$ cat src/lofc_cfg.svh
/*
  Offsets, field positions, reset values and timing counts for the LVDS
  output format block. Assumes inclusion by the package and design files.
*/
`ifndef LOFC_CFG_SVH
`define LOFC_CFG_SVH
`define LOFC_ADDR_W          8
`define LOFC_OFS_FORMAT      8'h18
`define LOFC_OFS_LEVEL       8'h19
`define LOFC_OFS_CHAN_MODE   8'h1C
`define LOFC_OFS_STATUS      8'h1D
`define LOFC_FORMAT_RST      8'h70
`define LOFC_LEVEL_RST       8'h05
`define LOFC_LEVEL_MASK      8'h5F
`define LOFC_CHAN_MODE_RST   2'h1
`define LOFC_BIT_DE_INV      7
`define LOFC_BIT_HS_INV      6
`define LOFC_BIT_VS_INV      5
`define LOFC_BIT_SINGLE      4
`define LOFC_BIT_A_WIDE      3
`define LOFC_BIT_B_WIDE      2
`define LOFC_BIT_A_LSB       1
`define LOFC_BIT_B_LSB       0
`define LOFC_BIT_A_LOW_CM    6
`define LOFC_BIT_B_LOW_CM    4
`define LOFC_FIFO_DEPTH      32
`define LOFC_CLK_NS          25
`define LOFC_LINK_CLK_NS     200
`define LOFC_LINK_CYC        (`LOFC_LINK_CLK_NS / `LOFC_CLK_NS)
`endif

$ cat src/lofc_pkg.sv
/*
  Types for the LVDS output format block.
  Assumes lofc_cfg.svh is on the include path.
*/
`include "lofc_cfg.svh"
package lofc_pkg;
  // Input channel arrangement
  typedef enum logic [1:0] {
    LOFC_IN_DUAL   = 2'h0,
    LOFC_IN_SINGLE = 2'h1,
    LOFC_IN_TWO    = 2'h2,
    LOFC_IN_RSVD   = 2'h3
  } lofc_in_mode_t;

  // Link operating state, one-hot
  typedef enum logic [2:0] {
    LOFC_LINK_SINGLE = 3'h1,
    LOFC_LINK_DUAL   = 3'h2,
    LOFC_LINK_TWO    = 3'h4
  } lofc_link_t;

  // One 24-bit pixel with its timing flags
  typedef struct packed {
    logic [7:0] red;
    logic [7:0] green;
    logic [7:0] blue;
    logic       data_enable;
    logic       hsync;
    logic       vsync;
  } lofc_pixel_t;

  // One channel's output word
  typedef struct packed {
    logic [17:0] base_lanes;
    logic [5:0]  fourth_lane;
    logic        fourth_lane_en;
    logic        chan_en;
    logic        data_enable;
    logic        hsync;
    logic        vsync;
  } lofc_chan_out_t;
endpackage : lofc_pkg

$ cat src/lofc_top.sv
/*
  LVDS output format configuration: register file, pixel FIFO and the
  per-channel formatting of polarity, link mode and colour depth.
  Assumes a 40 MHz system clock, a link clock sampled as a plain input,
  and a register master that never needs wait states.
*/
// Our own choice: strobed register access.
// Contract
// - Bit 7 inverts data enable polarity
// - Bit 6 inverts hsync, reset inverted
// - Bit 5 inverts vsync, reset inverted
// - Link bit 0, dual/single input: dual-link
// - Link bit 0, two inputs: two single links
// - Link bit 1: only channel A enabled
// - Bit 3: channel A 24bpp, fourth lane on
// - Bit 2: channel B 24bpp, fourth lane on
// - Bit 1: channel A LSBs on fourth lane
// - Bit 0: channel B LSBs on fourth lane
// - Format 1, 18bpp: drop two LSBs
// - Level bits 6, 4 select low common mode
// - Swing fields 3:2, 1:0 reset 01
// - Arrangement 00 dual, 01 single, 10 two
`timescale 1ns/10ps
`default_nettype none
`include "lofc_cfg.svh"

module lofc_fifo #(
  parameter int WIDTH = 27,
  parameter int DEPTH = 32
) (
  input  wire logic             clk_in,
  input  wire logic             rst_n_in,
  input  wire logic             in_valid_in,
  input  wire logic [WIDTH-1:0] in_data_in,
  output logic                  in_ready_out,
  output logic                  out_valid_out,
  output logic [WIDTH-1:0]      out_data_out,
  input  wire logic             out_ready_in
);
  localparam int AW = $clog2(DEPTH);

  // Refuse depths that the wrapping pointers cannot count
  if (DEPTH < 2 || (1 << AW) != DEPTH) begin : g_bad_depth
    $error("lofc_fifo: DEPTH must be a power of two");
  end

  typedef struct packed {
    logic [AW:0] wr_ptr;
    logic [AW:0] rd_ptr;
  } lofc_fifo_state_t;

  lofc_fifo_state_t st_ff;
  lofc_fifo_state_t nxt_st;
  logic [WIDTH-1:0] mem [DEPTH];
  logic             push;
  logic             pop;

  // One extra pointer bit tells full from empty
  assign in_ready_out  = (st_ff.wr_ptr - st_ff.rd_ptr) != (AW+1)'(DEPTH);
  assign out_valid_out = st_ff.wr_ptr != st_ff.rd_ptr;
  assign push          = in_valid_in && in_ready_out;
  assign pop           = out_valid_out && out_ready_in;
  assign out_data_out  = mem[st_ff.rd_ptr[AW-1:0]];

  always_comb begin
    nxt_st = st_ff;
    if (push) nxt_st.wr_ptr = st_ff.wr_ptr + 1'b1;
    if (pop) nxt_st.rd_ptr = st_ff.rd_ptr + 1'b1;
  end

  // Storage needs no reset: only words behind the write pointer are read
  always_ff @(posedge clk_in) begin
    if (push) mem[st_ff.wr_ptr[AW-1:0]] <= in_data_in;
  end

  always_ff @(posedge clk_in or negedge rst_n_in) begin
    if (!rst_n_in) begin
      st_ff <= '0;
    end else begin
      st_ff <= nxt_st;
    end
  end
endmodule : lofc_fifo

module lofc_top
  import lofc_pkg::*;
#(
  parameter int FIFO_DEPTH = `LOFC_FIFO_DEPTH
) (
  // Clock and reset
  input  wire logic        clk_in,
  input  wire logic        rst_n_in,
  // Register port
  input  wire logic [7:0]  reg_addr_in,
  input  wire logic [7:0]  reg_wdata_in,
  input  wire logic        reg_wr_in,
  input  wire logic        reg_rd_in,
  output logic [7:0]       reg_rdata_out,
  // Pixel source
  input  wire logic        pix_valid_in,
  input  wire lofc_pixel_t pix_a_in,
  input  wire lofc_pixel_t pix_b_in,
  output logic             pix_ready_out,
  // Link side
  input  wire logic        link_clk_in,
  output lofc_chan_out_t   chan_a_out,
  output lofc_chan_out_t   chan_b_out,
  output logic [1:0]       chan_a_swing_level_out,
  output logic [1:0]       chan_b_swing_level_out,
  output logic             chan_a_low_common_mode_out,
  output logic             chan_b_low_common_mode_out,
  output lofc_link_t       link_state_out
);
  localparam int PW = $bits(lofc_pixel_t);
  if (FIFO_DEPTH < 2) begin : g_bad_depth
    $error("lofc_top: FIFO_DEPTH too small");
  end

  typedef struct packed {
    logic [7:0]     format;
    logic [7:0]     level;
    lofc_in_mode_t  in_mode;
    logic [7:0]     rdata;
    logic           lclk_s1;
    logic           lclk_s2;
    logic           lclk_s3;
    lofc_link_t     link;
    lofc_chan_out_t out_a;
    lofc_chan_out_t out_b;
  } lofc_state_t;

  lofc_state_t st_ff;
  lofc_state_t nxt_st;

  logic [2*PW-1:0] fifo_out;
  logic            fifo_valid;
  logic            link_rise;
  lofc_pixel_t     pa;
  lofc_pixel_t     pb;

  lofc_fifo #(.WIDTH(2*PW), .DEPTH(FIFO_DEPTH)) u_fifo (
    .clk_in        (clk_in),
    .rst_n_in      (rst_n_in),
    .in_valid_in   (pix_valid_in),
    .in_data_in    ({pix_a_in, pix_b_in}),
    .in_ready_out  (pix_ready_out),
    .out_valid_out (fifo_valid),
    .out_data_out  (fifo_out),
    .out_ready_in  (link_rise)
  );

  assign link_rise = st_ff.lclk_s2 && !st_ff.lclk_s3;
  assign pa        = fifo_out[2*PW-1:PW];
  assign pb        = fifo_out[PW-1:0];

  // Builds one channel word from a pixel and that channel's settings
  function automatic lofc_chan_out_t fmt_chan(input lofc_pixel_t p, input logic en,
                                              input logic wide, input logic lsb_fmt,
                                              input logic [7:0] f, input logic vld);
    lofc_chan_out_t o;
    o = '0;
    o.chan_en = en;
    if (en && vld) begin
      // Format 1 keeps the six MSBs on the base lanes, which is also the
      // 24-to-18 reduction when the fourth lane is off
      if (lsb_fmt) begin
        o.base_lanes  = {p.red[7:2], p.green[7:2], p.blue[7:2]};
        o.fourth_lane = {p.red[1:0], p.green[1:0], p.blue[1:0]};
      end else begin
        o.base_lanes  = {p.red[5:0], p.green[5:0], p.blue[5:0]};
        o.fourth_lane = {p.red[7:6], p.green[7:6], p.blue[7:6]};
      end
      if (!wide) o.fourth_lane = '0;
    end
    o.fourth_lane_en = en && wide;
    o.data_enable    = (en && vld && p.data_enable) ^ f[`LOFC_BIT_DE_INV];
    o.hsync          = (en && vld && p.hsync) ^ f[`LOFC_BIT_HS_INV];
    o.vsync          = (en && vld && p.vsync) ^ f[`LOFC_BIT_VS_INV];
    return o;
  endfunction : fmt_chan

  always_comb begin
    nxt_st = st_ff;
    nxt_st.lclk_s1 = link_clk_in;
    nxt_st.lclk_s2 = st_ff.lclk_s1;
    nxt_st.lclk_s3 = st_ff.lclk_s2;
    if (reg_wr_in) begin
      if (reg_addr_in == `LOFC_OFS_FORMAT) begin
        nxt_st.format = reg_wdata_in;
      end else if (reg_addr_in == `LOFC_OFS_LEVEL) begin
        nxt_st.level = reg_wdata_in & `LOFC_LEVEL_MASK;
      end else if (reg_addr_in == `LOFC_OFS_CHAN_MODE) begin
        nxt_st.in_mode = lofc_in_mode_t'(reg_wdata_in[1:0]);
      end
    end
    nxt_st.rdata = 8'h00;
    if (reg_rd_in) begin
      if (reg_addr_in == `LOFC_OFS_FORMAT) begin
        nxt_st.rdata = st_ff.format;
      end else if (reg_addr_in == `LOFC_OFS_LEVEL) begin
        nxt_st.rdata = st_ff.level;
      end else if (reg_addr_in == `LOFC_OFS_CHAN_MODE) begin
        nxt_st.rdata = {6'h00, st_ff.in_mode};
      end else if (reg_addr_in == `LOFC_OFS_STATUS) begin
        nxt_st.rdata = {4'h0, fifo_valid, st_ff.link};
      end
    end
    case (1'b1)
      st_ff.format[`LOFC_BIT_SINGLE]: nxt_st.link = LOFC_LINK_SINGLE;
      st_ff.in_mode == LOFC_IN_TWO:   nxt_st.link = LOFC_LINK_TWO;
      default:                        nxt_st.link = LOFC_LINK_DUAL;
    endcase
    if (link_rise) begin
      nxt_st.out_a = fmt_chan(pa, 1'b1, st_ff.format[`LOFC_BIT_A_WIDE],
                              st_ff.format[`LOFC_BIT_A_LSB], st_ff.format, fifo_valid);
      // Channel B sends its own pix_b_in pixel in dual and two-link alike, and is off in single link
      nxt_st.out_b = fmt_chan(pb, st_ff.link != LOFC_LINK_SINGLE,
                              st_ff.format[`LOFC_BIT_B_WIDE],
                              st_ff.format[`LOFC_BIT_B_LSB], st_ff.format, fifo_valid);
    end
  end

  always_ff @(posedge clk_in or negedge rst_n_in) begin
    if (!rst_n_in) begin
      st_ff         <= '0;
      st_ff.format  <= `LOFC_FORMAT_RST;
      st_ff.level   <= `LOFC_LEVEL_RST;
      st_ff.in_mode <= lofc_in_mode_t'(`LOFC_CHAN_MODE_RST);
      st_ff.link    <= LOFC_LINK_SINGLE;
      st_ff.out_a   <= '{default: 1'b0, chan_en: 1'b1, hsync: 1'b1, vsync: 1'b1};
      st_ff.out_b   <= '{default: 1'b0, hsync: 1'b1, vsync: 1'b1};
    end else begin
      st_ff <= nxt_st;
    end
  end

  assign reg_rdata_out              = st_ff.rdata;
  assign chan_a_out                 = st_ff.out_a;
  assign chan_b_out                 = st_ff.out_b;
  assign link_state_out             = st_ff.link;
  assign chan_a_swing_level_out     = st_ff.level[3:2];
  assign chan_b_swing_level_out     = st_ff.level[1:0];
  assign chan_a_low_common_mode_out = st_ff.level[`LOFC_BIT_A_LOW_CM];
  assign chan_b_low_common_mode_out = st_ff.level[`LOFC_BIT_B_LOW_CM];
endmodule : lofc_top
`default_nettype wire

$ cat config.mk
export PLATFORM = sky130hd
export DESIGN_NAME = lofc_top
export DESIGN_NICKNAME = d
export VERILOG_FILES = /design/src/lofc_pkg.sv /design/src/lofc_top.sv
export VERILOG_INCLUDE_DIRS = /design/src
export SDC_FILE = /design/constraint.sdc
export NUM_CORES = 2
export LEC_CHECK = 0
export BUFFER_PORTS_ARGS = -buffer_cell sky130_fd_sc_hd__buf_4
export CORE_UTILIZATION = 27
export DETAILED_ROUTE_END_ITERATION = 6
export PLACE_DENSITY_LB_ADDON = 0.05
export SLEW_MARGIN = 20
export SYNTH_ARGS = -nofsm -noshare
export SYNTH_HDL_FRONTEND = slang
export SYNTH_SLANG_ARGS = --single-unit
export TNS_END_PERCENT = 30
$ cat constraint.sdc
create_clock -name clk_in -period 6.7 [get_ports clk_in]
set_clock_uncertainty 0.1 [all_clocks]
set_input_delay 1.34 -clock clk_in [delete_from_list [all_inputs] [get_ports clk_in]]
set_output_delay 1.34 -clock clk_in [all_outputs]
set_load 0.1 [all_outputs]
==> run metrics <==
worst-margin pin slew=1.18 ns; TritonCTS clock tree=done; I/O pin count=152; cell area after layout=0.0826 mm^2; Core ar.=0.260 mm^2; worst hold slack=0.255 ns; Syn Std Cell Area=0.0707 mm^2; Synth area leaders=edfxtp_1, mux4_2, mux2i_1; largest net degree at the start of global routing=94; Critical Path Sink Type=output port; Hold WC Path Type=reg2reg; WL/cell=32.3 um; syn nets=3460; syn_area_per_cell=20.9 um^2; Max Clk Rate=176 MHz; status=finished clean; PnR worst setup slack=1.01 ns; Period minus WS final=5.69 ns; Die H=514 um; Vias/cell=4.89; Crit path max-delay family=buffers and inverters; final period utilization=84.9%; Setup Crit Path Kind=reg2out; slack of the worst reg-to-reg path=1.74 ns; Worst slew margin=21.6%; GRT Util Overall=17.8%; via count=35500; Crit path largest cell delay=0.76 ns; critical path startpoint category=flop; DP Worst Slack=1.70 ns; vias in the first global route=37000; Leakage=0.0266 uW; Setup violations, final=0; endpoints failing hold=0; CTS Hold Bufs=0; Antenna Nets Post-Route=0; # fillers=24800; Top FF cell, synth=edfxtp_1; clk_lat worst skew=0.85 ns; RSZ-0062 raised after global routing=false; first-pass GRT wire length=320000 um; number of flops mapped to enable cells by yosys=1728; Starting Density=27.2%; share of layout cells above drive strength 1=26.3%; Pre-Repair DR Iteration Count=5; die area=0.264 mm^2; Synth Instances=3374; post-placement cell area=0.0758 mm^2; CTS Buf Count=210; worst path bufs/invs=4; Pwr per Cell Area=434 mW/mm^2; register area share after synthesis=76.9%; crit path DAT=4.25 ns; Post-CTS Setup Bufs=0; Area growth syn-to-layout=16.9%; slowest CP cell=dfrtp_4; Ys Warns=0; Residual DRC=0; Util after Layout=31.8%; max-slew violations=0; CTS sink cnt=1827; Final #Nets=3677; Distinct cells, synth=71; Worst Path Required=5.26 ns; Overflow after GRT=0; IO buf count=150; Peak VDD IR=0.000393 V; CTS H-tree depth=4; initial antenna violation count=16; Die W=514 um; number of max-cap violations=0; CP Max Fanout=26; CTS clk-pin slew, worst paths=0.06 ns; overall power=35800 uW; crit path cell chain=inv_1, ha_1, nor2b_4, o211a_1, or3_1, a221o_2, nor2_4, buf_4, inv_1, buf_4; FFs w/ async S/R, synth=5.42%; Synth Register Bits=1827; Starting DRT DRC Count=2886; Max Root-Sink Buffers=3; Detailed Route WL=235000 um; Final HPWL DP=125000 um; Clock Root Buffer=clkbuf_16; top cell type's share of synthesized area=73.4%; Resized cells post-CTS=0; row count=187; routability cong.=0.726; Synth area leader=edfxtp_1
==> per-layer routing <==
metal | part of all wire [%] | GRT usage, % | vias to the layer above | wire [um]
li1 | - | - | 14500 | -
met1 | 47 | 25.3 | 19700 | 110000
met2 | 46 | 28.2 | 980 | 109000
met3 | 4.9 | 3.05 | 300 | 11600
met4 | 1.9 | 3.97 | 6 | 4540
met5 | 0.015 | 0 | - | 36
==> placed cells by master (no fill, tap or decap), types with 65 or more instances in the layout <==
cell type	instances
a21oi_1	92
a22oi_1	65
buf_4	256
clkbuf_16	214
dfrtp_1	83
edfxtp_1	1728
mux2i_1	240
mux4_2	326
nand2_1	134
o221ai_1	131
==> power by group <==
| group | switching [uW] | internal (uW) | total (uW) |
|---|---|---|---|
| Clock | 4640 | 6690 | 11300 |
| Sequential | 453 | 13400 | 13900 |
| Combinational | 7130 | 3480 | 10600 |
| Total | 12200 | 23600 | 35800 |
==> cell usage after synthesis, types with 2 or more instances <==
cell       number
dfrtp_1        88
nor2_1         20
clkbuf_1       63
mux2_2         26
o21ai_0        26
nor3b_1         2
nand2_1       134
o221ai_1      131
nand3b_1        6
a211oi_2        6
a22oi_1        65
o2111ai_1       3
nor4b_1         3
a221o_1         7
nor2b_1         3
a221oi_1        2
xnor2_1        11
a211o_1         4
edfxtp_1     1728
a21oi_1        92
nand2b_1        2
dfstp_2        11
a32oi_1         6
ha_1           10
nor4_1          2
buf_6          28
o21ai_1         5
o21a_1          2
mux2i_1       240
a22o_1         31
buf_4         119
nand3_1        14
mux4_2        326
xor2_1          6
buf_1           4
nand4_1         4
nor3_1         29
a31oi_1         2
a211oi_1       21
buf_2          50
inv_1           7
or3_1           4
and3_1          3
==> worst paths after layout <==
check                                endpoint  depth (start not counted)            start
min in group asynchronous          nxt_st[61]                          1         rst_n_in
min                                nxt_st[61]                          0       nxt_st[62]
max in group asynchronous     u_fifo.st_ff[2]                          2         rst_n_in
max reg2reg                u_fifo.mem[27][18]                         10  u_fifo.st_ff[1]
min reg2reg                        nxt_st[61]                          0       nxt_st[62]
max                             pix_ready_out                         10  u_fifo.st_ff[1]
==> cell families (layout without fill, tap and decap cells) <==
family,after synthesis,in the layout,synth area share (%)
xor+xnor,17,17,0.211
simple gates,241,241,1.63
other cells,1,6,0.00531
flops,1827,1827,76.9
buf+inv,273,666,2.47
fa+ha+maj,10,10,0.177
mux,593,593,14.2
compound gates,412,412,4.35
==> sequential cells by signal, indices dropped and copies added (netlist names), 2 cells and up <==
register / flops
u_fifo.mem: 1728
chan_b_out: 29
chan_a_out: 28
u_fifo.st_ff: 12
st_ff: 11
reg_rdata_out: 8
link_state_out: 3
chan_a_swing_level_out: 2
chan_b_swing_level_out: 2
nxt_st: 2
==> area by class of cell <==
class                           instances  area [um^2]  area share (%)
Clock buffer                          266         5650            6.84
Multi-Input combinational cell       1274        14800            17.9
Sequential cell                      1827        54400            65.9
Timing Repair Buffer                  269         2180            2.64
Antenna cell                            5         12.5          0.0151
Clock inverter                        122         1150            1.39
Tap cell                             3496         4370            5.30
Inverter                                9         35.0          0.0424
==> through the flow <==
stage	TNS, ns	cells
CTS	0	7263
floorplan	-445.73	3374
global placement	0	6875
global route	0	7265
finish	0	7268
detailed placement	0	6875
No activity file was read; power rests on OpenSTA's default activity.
